File: src/core/ledbco_pkg.sv
// Package with constants and types for the LED drive blanking and off-time controller.
package ledbco_pkg;

    // Register byte offsets.
    localparam logic [11:0] LEDBCO_CTRL_OFFSET   = 12'h000;
    localparam logic [11:0] LEDBCO_PEAK_LIMIT_DAC_OFFSET   = 12'h004;
    localparam logic [11:0] LEDBCO_OFFT_OFFSET   = 12'h008;
    localparam logic [11:0] LEDBCO_STATUS_OFFSET = 12'h00c;

    // Control register fields.
    localparam int LEDBCO_CTRL_DISC_BIT   = 0;
    localparam int LEDBCO_CTRL_ENABLE_BIT = 1;

    // Widths.
    localparam int LEDBCO_DAC_W  = 10;
    localparam int LEDBCO_OFFT_W = 16;
    localparam int LEDBCO_SEL_W  = 4;

    // Reset values.
    localparam logic [31:0]              LEDBCO_CTRL_RESET = 32'h0000_0000;
    localparam logic [LEDBCO_DAC_W-1:0]  LEDBCO_PEAK_LIMIT_DAC_RESET = 10'h000;
    localparam logic [LEDBCO_OFFT_W-1:0] LEDBCO_OFFT_RESET = 16'h0014;

    // Toggle of the drive enable at the end of blanking: low time in ns and cycles at 20 MHz.
    localparam int LEDBCO_CLK_HZ        = 20_000_000;
    localparam int LEDBCO_TOGGLE_NS     = 100;
    localparam int LEDBCO_TOGGLE_CYC_I  = (LEDBCO_TOGGLE_NS * (LEDBCO_CLK_HZ / 1_000_000) + 999) / 1000;
    localparam logic [3:0] LEDBCO_TOGGLE_CYC = (LEDBCO_TOGGLE_CYC_I < 1) ? 4'h1 : 4'(LEDBCO_TOGGLE_CYC_I);

    // Read value for an unmapped address.
    localparam logic [31:0] LEDBCO_UNMAPPED_RD = 32'h0000_0000;

    typedef enum logic [4:0] {
        LEDBCO_ST_IDLE   = 5'b00001,
        LEDBCO_ST_DISSIP = 5'b00010,
        LEDBCO_ST_CHARGE = 5'b00100,
        LEDBCO_ST_TOGGLE = 5'b01000,
        LEDBCO_ST_HYST   = 5'b10000
    } ledbco_state_t;

endpackage

File: src/core/ledbco_ctrl.sv
// Top of the LED drive blanking sequencer and constant-off controller with APB registers.
//
// Chosen here: the APB register port and the register addresses.
`timescale 1ns/1ps
module ledbco_ctrl
    import ledbco_pkg::*;
#(
    parameter int DAC_W  = LEDBCO_DAC_W,
    parameter int OFFT_W = LEDBCO_OFFT_W,
    parameter int SEL_W  = LEDBCO_SEL_W
) (
    // APB slave.
    input  wire logic              pclk,
    input  wire logic              presetn,
    input  wire logic              psel,
    input  wire logic              penable,
    input  wire logic              pwrite,
    input  wire logic [11:0]       paddr,
    input  wire logic [31:0]       pwdata,
    output logic      [31:0]       prdata,
    output logic                   pready,
    output logic                   pslverr,
    // Display controller requests.
    input  wire logic [SEL_W-1:0]  led_select_req,
    input  wire logic              drive_enable_req,
    input  wire logic              low_r_shunt_req,
    input  wire logic              dissipative_shunt_req,
    // Analog comparators.
    input  wire logic              photo_comp,
    input  wire logic              peak_limit_trip,
    // Outputs to buck controller, shunt and LED FET drivers.
    output logic                   cap_mode_select,
    output logic                   buck_drive_enable,
    output logic                   low_r_shunt_enable,
    output logic                   dissipative_shunt_enable,
    output logic      [SEL_W-1:0]  led_select,
    output logic      [DAC_W-1:0]  peak_limit_dac
);

    // Pin synchronisers: stage one is read only by stage two.
    localparam int SYNC_W = SEL_W + 5;
    logic [SYNC_W-1:0] sync1_reg;
    logic [SYNC_W-1:0] sync2_reg;

    always_ff @(posedge pclk or negedge presetn) begin
        if (!presetn) begin
            sync1_reg <= '0;
            sync2_reg <= '0;
        end else begin
            sync1_reg <= {led_select_req, drive_enable_req, low_r_shunt_req, dissipative_shunt_req,
                          photo_comp, peak_limit_trip};
            sync2_reg <= sync1_reg;
        end
    end

    logic [SEL_W-1:0] sel_s;
    logic             drv_s;
    logic             lrs_s;
    logic             dis_s;
    logic             comp_s;
    logic             trip_s;
    assign {sel_s, drv_s, lrs_s, dis_s, comp_s, trip_s} = sync2_reg;

    // Registers.
    logic [31:0]       ctrl_reg;
    logic [31:0]       ctrl_next;
    logic [DAC_W-1:0]  peak_limit_dac_reg;
    logic [DAC_W-1:0]  peak_limit_dac_next;
    logic [OFFT_W-1:0] offt_reg;
    logic [OFFT_W-1:0] offt_next;
    logic [31:0]       prdata_reg;
    logic [31:0]       prdata_next;
    logic              pready_reg;
    logic              pready_next;
    logic              pslverr_reg;
    logic              pslverr_next;

    logic disc_mode;
    logic enabled;
    assign disc_mode = ctrl_reg[LEDBCO_CTRL_DISC_BIT];
    assign enabled   = ctrl_reg[LEDBCO_CTRL_ENABLE_BIT];

    // Sequencer state.
    ledbco_state_t state_reg;
    ledbco_state_t state_next;
    logic [3:0]    tog_reg;
    logic [3:0]    tog_next;
    logic [SEL_W-1:0] sel_hold_reg;
    logic [SEL_W-1:0] sel_hold_next;
    logic          comp_d_reg;
    logic          off_running;
    logic          off_start;

    function automatic logic addr_hit(input logic [11:0] a, input logic [11:0] off);
        return a[11:2] == off[11:2];
    endfunction

    // Single-wait APB slave: the access phase completes one cycle after it begins.
    logic access;
    assign access = psel && penable && !pready_reg;

    always_comb begin
        ctrl_next    = ctrl_reg;
        peak_limit_dac_next    = peak_limit_dac_reg;
        offt_next    = offt_reg;
        prdata_next  = prdata_reg;
        pready_next  = 1'b0;
        pslverr_next = 1'b0;
        if (access) begin
            pready_next = 1'b1;
            prdata_next = LEDBCO_UNMAPPED_RD;
            if (addr_hit(paddr, LEDBCO_CTRL_OFFSET)) begin
                if (pwrite) ctrl_next = {30'h0, pwdata[1:0]};
                prdata_next = ctrl_reg;
            end else if (addr_hit(paddr, LEDBCO_PEAK_LIMIT_DAC_OFFSET)) begin
                if (pwrite) peak_limit_dac_next = pwdata[DAC_W-1:0];
                prdata_next = {{(32-DAC_W){1'b0}}, peak_limit_dac_reg};
            end else if (addr_hit(paddr, LEDBCO_OFFT_OFFSET)) begin
                if (pwrite) offt_next = pwdata[OFFT_W-1:0];
                prdata_next = {{(32-OFFT_W){1'b0}}, offt_reg};
            end else if (addr_hit(paddr, LEDBCO_STATUS_OFFSET)) begin
                prdata_next = {{(32-SEL_W-7){1'b0}}, sel_hold_reg, off_running, comp_s, state_reg};
            end else begin
                pslverr_next = 1'b1;
            end
            if (pwrite) prdata_next = LEDBCO_UNMAPPED_RD;
        end
    end

    always_ff @(posedge pclk or negedge presetn) begin
        if (!presetn) begin
            ctrl_reg    <= LEDBCO_CTRL_RESET;
            peak_limit_dac_reg    <= LEDBCO_PEAK_LIMIT_DAC_RESET;
            offt_reg    <= LEDBCO_OFFT_RESET;
            prdata_reg  <= '0;
            pready_reg  <= 1'b0;
            pslverr_reg <= 1'b0;
        end else begin
            ctrl_reg    <= ctrl_next;
            peak_limit_dac_reg    <= peak_limit_dac_next;
            offt_reg    <= offt_next;
            prdata_reg  <= prdata_next;
            pready_reg  <= pready_next;
            pslverr_reg <= pslverr_next;
        end
    end

    // A threshold event is the comparator falling: light has risen above the reference.
    assign off_start = (state_reg == LEDBCO_ST_HYST) && !disc_mode && comp_d_reg && !comp_s;

    ledbco_offtimer #(
        .CNT_W (OFFT_W)
    ) u_offtimer (
        .pclk     (pclk),
        .presetn  (presetn),
        .start    (off_start),
        .terminal (offt_reg),
        .running  (off_running)
    );

    // Blanking sequencer.
    always_comb begin
        state_next    = state_reg;
        tog_next      = tog_reg;
        sel_hold_next = sel_hold_reg;
        if (!enabled || disc_mode) begin
            state_next = LEDBCO_ST_IDLE;
        end else begin
            unique case (state_reg)
                LEDBCO_ST_IDLE: begin
                    if (dis_s) state_next = LEDBCO_ST_DISSIP;
                    else if (lrs_s) state_next = LEDBCO_ST_CHARGE;
                    else if (drv_s && sel_s != '0) begin
                        sel_hold_next = sel_s;
                        state_next    = LEDBCO_ST_HYST;
                    end
                end
                LEDBCO_ST_DISSIP: begin
                    if (lrs_s) state_next = LEDBCO_ST_CHARGE;
                end
                LEDBCO_ST_CHARGE: begin
                    // Charging runs until the shunt request drops and either the peak limit trips or the drive request is low.
                    if (!lrs_s && trip_s) begin
                        sel_hold_next = sel_s;
                        tog_next      = LEDBCO_TOGGLE_CYC;
                        state_next    = LEDBCO_ST_TOGGLE;
                    end else if (!lrs_s && !drv_s) begin
                        state_next = LEDBCO_ST_IDLE;
                    end
                end
                LEDBCO_ST_TOGGLE: begin
                    tog_next = tog_reg - 4'h1;
                    if (tog_reg == 4'h1) state_next = LEDBCO_ST_HYST;
                end
                LEDBCO_ST_HYST: begin
                    if (dis_s) state_next = LEDBCO_ST_DISSIP;
                    else if (lrs_s) state_next = LEDBCO_ST_CHARGE;
                    else if (!drv_s) state_next = LEDBCO_ST_IDLE;
                end
                default: state_next = LEDBCO_ST_IDLE;
            endcase
        end
    end

    // Output decode, registered so every output leaves a flip-flop.
    logic             cap_next;
    logic             drv_next;
    logic             lrs_next;
    logic             dis_next;
    logic [SEL_W-1:0] sel_next;

    always_comb begin
        cap_next = disc_mode;
        drv_next = 1'b0;
        lrs_next = 1'b0;
        dis_next = 1'b0;
        sel_next = '0;
        unique case (state_next)
            LEDBCO_ST_DISSIP: begin
                dis_next = 1'b1;
            end
            LEDBCO_ST_CHARGE: begin
                lrs_next = 1'b1;
                drv_next = !trip_s;
            end
            LEDBCO_ST_TOGGLE: begin
                sel_next = sel_hold_next;
            end
            LEDBCO_ST_HYST: begin
                sel_next = sel_hold_next;
                // Comparator high means light below reference; the off timer overrides it.
                drv_next = comp_s && !off_running && !off_start;
            end
            default: begin
                drv_next = 1'b0;
            end
        endcase
    end

    always_ff @(posedge pclk or negedge presetn) begin
        if (!presetn) begin
            state_reg                <= LEDBCO_ST_IDLE;
            tog_reg                  <= 4'h0;
            sel_hold_reg             <= '0;
            comp_d_reg               <= 1'b0;
            cap_mode_select          <= 1'b0;
            buck_drive_enable        <= 1'b0;
            low_r_shunt_enable       <= 1'b0;
            dissipative_shunt_enable <= 1'b0;
            led_select               <= '0;
            peak_limit_dac           <= LEDBCO_PEAK_LIMIT_DAC_RESET;
        end else begin
            state_reg                <= state_next;
            tog_reg                  <= tog_next;
            sel_hold_reg             <= sel_hold_next;
            comp_d_reg               <= comp_s;
            cap_mode_select          <= cap_next;
            buck_drive_enable        <= drv_next;
            low_r_shunt_enable       <= lrs_next;
            dissipative_shunt_enable <= dis_next;
            led_select               <= sel_next;
            peak_limit_dac           <= peak_limit_dac_reg;
        end
    end

    assign prdata  = prdata_reg;
    assign pready  = pready_reg;
    assign pslverr = pslverr_reg;

endmodule

File: src/core/ledbco_offtimer.sv
// Constant-off timer that masks the photo comparator after each threshold event.
`timescale 1ns/1ps
module ledbco_offtimer
    import ledbco_pkg::*;
#(
    parameter int CNT_W = LEDBCO_OFFT_W
) (
    // Clock and reset.
    input  wire logic             pclk,
    input  wire logic             presetn,
    // Control.
    input  wire logic             start,
    input  wire logic [CNT_W-1:0] terminal,
    // Status.
    output logic                  running
);

    logic [CNT_W-1:0] count_reg;
    logic [CNT_W-1:0] count_next;
    logic             run_reg;
    logic             run_next;

    always_comb begin
        count_next = count_reg;
        run_next   = run_reg;
        if (run_reg) begin
            if (count_reg >= terminal) begin
                run_next = 1'b0;
            end else begin
                count_next = count_reg + {{(CNT_W-1){1'b0}}, 1'b1};
            end
        end else if (start) begin
            // A start while running is ignored, so the count cannot be stretched by comparator chatter.
            run_next   = 1'b1;
            count_next = '0;
        end
    end

    always_ff @(posedge pclk or negedge presetn) begin
        if (!presetn) begin
            count_reg <= '0;
            run_reg   <= 1'b0;
        end else begin
            count_reg <= count_next;
            run_reg   <= run_next;
        end
    end

    assign running = run_reg;

endmodule

File: config.mk
export PLATFORM = sky130hd
export DESIGN_NAME = ledbco_ctrl
export DESIGN_NICKNAME = d
export VERILOG_FILES = /design/src/core/ledbco_pkg.sv /design/src/core/ledbco_ctrl.sv /design/src/core/ledbco_offtimer.sv
export SDC_FILE = /design/constraint.sdc
export NUM_CORES = 1
export LEC_CHECK = 0
export BUFFER_PORTS_ARGS = -buffer_cell sky130_fd_sc_hd__buf_2
export CAP_MARGIN = 20
export CORE_UTILIZATION = 40
export CTS_BUF_LIST = sky130_fd_sc_hd__clkbuf_8
export CTS_CLUSTER_SIZE = 10
export DETAILED_ROUTE_END_ITERATION = 8
export GPL_ROUTABILITY_DRIVEN = 0
export PLACE_DENSITY = 0.7
export RECOVER_POWER = 100
export SLEW_MARGIN = 0
export SYNTH_ARGS = -nofsm -noshare
export SYNTH_HDL_FRONTEND = slang
export SYNTH_SLANG_ARGS = --single-unit
File: constraint.sdc
create_clock -name pclk -period 3.4 [get_ports pclk]
set_clock_uncertainty 0.15 [all_clocks]
set_input_delay 0.17 -clock pclk [delete_from_list [all_inputs] [get_ports pclk]]
set_output_delay 0.17 -clock pclk [all_outputs]
set_load 0.005 [all_outputs]
==> flow_summary.toml <==
[grt]
grt_pass1_vias = 3881
grt_max_degree = 70
antenna_found_initial = 0
gr-total-overflow = 0
grt_first_pass_wirelength_um = 18500
grtUsageTotal_pct = 18.4

[route]
drt-pass1-iter-count = 4
drt-total-wl_um = 11000
drtIter0Drc = 328
via_per_inst = 5.06
drt.antenna.violating_nets = 0
remaining_drc_errors = 0
num_vias = 3920
wl_per_cell_um = 14.2

[sta]
fin_setup_tns_ns = 0
fin_crit_sh_pct = 85.7
slew_violations = 70
rsz0062_at_grt = "no"
max_freq_mhz = 343
min_period_ns = 2.91
tightest_slew_ns = 1.63
max-slew-margin-rel_pct = -8.71
setup-violations-final = 0
holdWs_ns = 0.191
hold_viol_final = 0

[synth]
synth-main-ff-cell = "dfrtp_1"
yosysTopAreaCellShare_pct = 53.5
yosys_register_bits = 113
syn_avg_cell_area_um2 = 10.8
synth_warnings = 0
synth_edf_count = 0
yosysTopAreaCell = "dfrtp_1"
synthCells = 476
ys_seq_area_share_pct = 55.1
synth_cell_types = 57
syn_area_mm2 = 0.00514
async_reset_ff_share_pct = 100
synth_area_leaders = "dfrtp_1 (54%), ha_1 (4.6%), nand2_1 (3.9%), mux2_1 (3.1%), o21ai_1 (2.7%)"

[critical_path]
worstSetupPathType = "reg -> reg"
cp_common_cell = "a2111oi_0"
worstPathRequired_ns = 3.61
critPathTopFamily = "compound AO/OA/AOI/OAI gates"
worstSetupStartpointType = "register"
rrSetupSlack_ns = 0.49
cp_cell_sequence = "inv_1 > ha_1 > nand2b_1 > a2111oi_0 > a2111oi_0 > o21a_1 > buf_4 > or4_1 > a21oi_1"
path_buf_inv = 2
critical_path_arrival_ns = 3.13
slowest_delay_ns = 0.47
cp_slowest_cell = "or4_1"
endpoint_kind = "register"
cp_max_fo = 15

[clocking]
numCtsBuffers = 17
clock_path_buffers = 2
clk_pin_slew_ns = 0.07
cts_tree = "yes"
h-tree-depth = 4
post_cts_buffers = 0
cts.sinks = 113
clkLatencyLatePin_ns = 0.44
ctsRootBufferMaster = "clkbuf_8"

[power]
p_total_uw = 2790
p_per_area_mw_per_mm2 = 439
power.leakage_uw = 0.00314
vdd_ir_drop_max_mv = 0.249

[floorplan]
die_h_um = 115
rows = 41
die_w_um = 115
die-area_mm2 = 0.0133
start_util_pct = 40.9
core-area_mm2 = 0.0126
ios = 110

[placement]
placed_cell_area_mm2 = 0.00566
dp.final_hpwl_um = 7810
port-buffer-count = 75

[layout]
largest_reg_flops = 20
fin_util_pct = 50.5
final_common_cell = "dfrtp_1"
syn_to_final_growth_pct = 23.5
antennaDiodeCount = 0
final_cell_mix = "dfrtp_1 (110), buf_2 (61), nand2_1 (54), o21ai_0 (40), dlygate4sd3_1 (32)"
nets = 668
fin_area_mm2 = 0.00635
drive_gt1_share_pct = 18.1
fillerInstances = 1097

[run_status]
outcome = "finished with violations"
violations = "max-capacitance violations, max-slew violations"

[job]
maxCapViolCount = 1

[min_path]
hp-class = "in -> reg"
## what timing repair did
item / in CTS / in global routing
hold buffers: 32 / 0
hold endpoints to repair: 105 / 0
resized for setup: 0 / 0
## cells by family after synthesis
kind of cell / share of synthesized area, %
AO/OA/AOI/OAI: 14.3
XOR/XNOR: 0.170
adder cells (fa/ha/maj): 4.62
buffers and inverters: 5.77
flip-flops: 55.1
multiplexers: 5.40
other: 0.0729
AND/OR/NAND/NOR: 14.6
## metrics by stage
step           setup WS, ns  std cells
3_3_place_gp          0.678        711
2_1_floorplan         0.938        491
3_5_place_dp          0.628        711
6_report              0.486        774
5_1_grt               0.269        774
4_1_cts               0.573        773
## layer usage
metal / vias to the layer above / global-route usage, % / wire [um]
li1: 1904 / - / -
met1: 1860 / 23.3 / 4950
met5: - / 0 / 0
met3: 21 / 5.27 / 586
met2: 135 / 28.7 / 5220
met4: 0 / 9.18 / 233
## synth_stat cells (all sizes together) (5+ instances only)
cell / n
a21oi: 19
nand2: 54
a22o: 6
nand3: 12
nand2b: 6
buf: 20
clkbuf: 14
o31ai: 9
nor2: 24
nor2b: 5
or3: 5
nor3: 9
ha: 19
inv: 27
a22oi: 10
o21ai: 44
mux2: 18
dfrtp: 110
or4: 7
## worst paths after layout
path / startpoint / to / depth (start not counted)
max: u_offtimer.count_reg[0] / u_offtimer.count_reg[13] / 9
min: paddr[2] / prdata[10] / 5
max reg2reg: u_offtimer.count_reg[0] / u_offtimer.count_reg[13] / 9
min reg2reg: sync1_reg[5] / sync2_reg[5] / 0
max in group asynchronous: presetn / peak_limit_dac[5] / 3
min in group asynchronous: presetn / sync1_reg[2] / 2
## worst min-delay path, delay by kind of cell
family,cells,cell delay (ns)
buf+inv,1,0.22
simple gates,2,0.19
compound gates,2,0.14
## where the power goes
part / total, uW / switching (uW) / internal (uW) / leakage (uW)
Combinational: 122 / 67.6 / 54.8 / 0.00148
Clock: 1300 / 525 / 771 / 0.000208
Sequential: 1370 / 9.85 / 1360 / 0.00145
Total: 2790 / 602 / 2190 / 0.00314
## layout make-up
type                            instances  area (um2)  area share [%]
Sequential cell                       113        2830            44.6
Tap cell                              172         215            3.39
Clock inverter                         10         136            2.15
Inverter                               28         105            1.65
Multi-Input combinational cell        316        2070            32.5
Clock buffer                           20         275            4.33
Timing Repair Buffer                  115         723            11.4
Note: power is estimated with default switching activity, not from simulation.
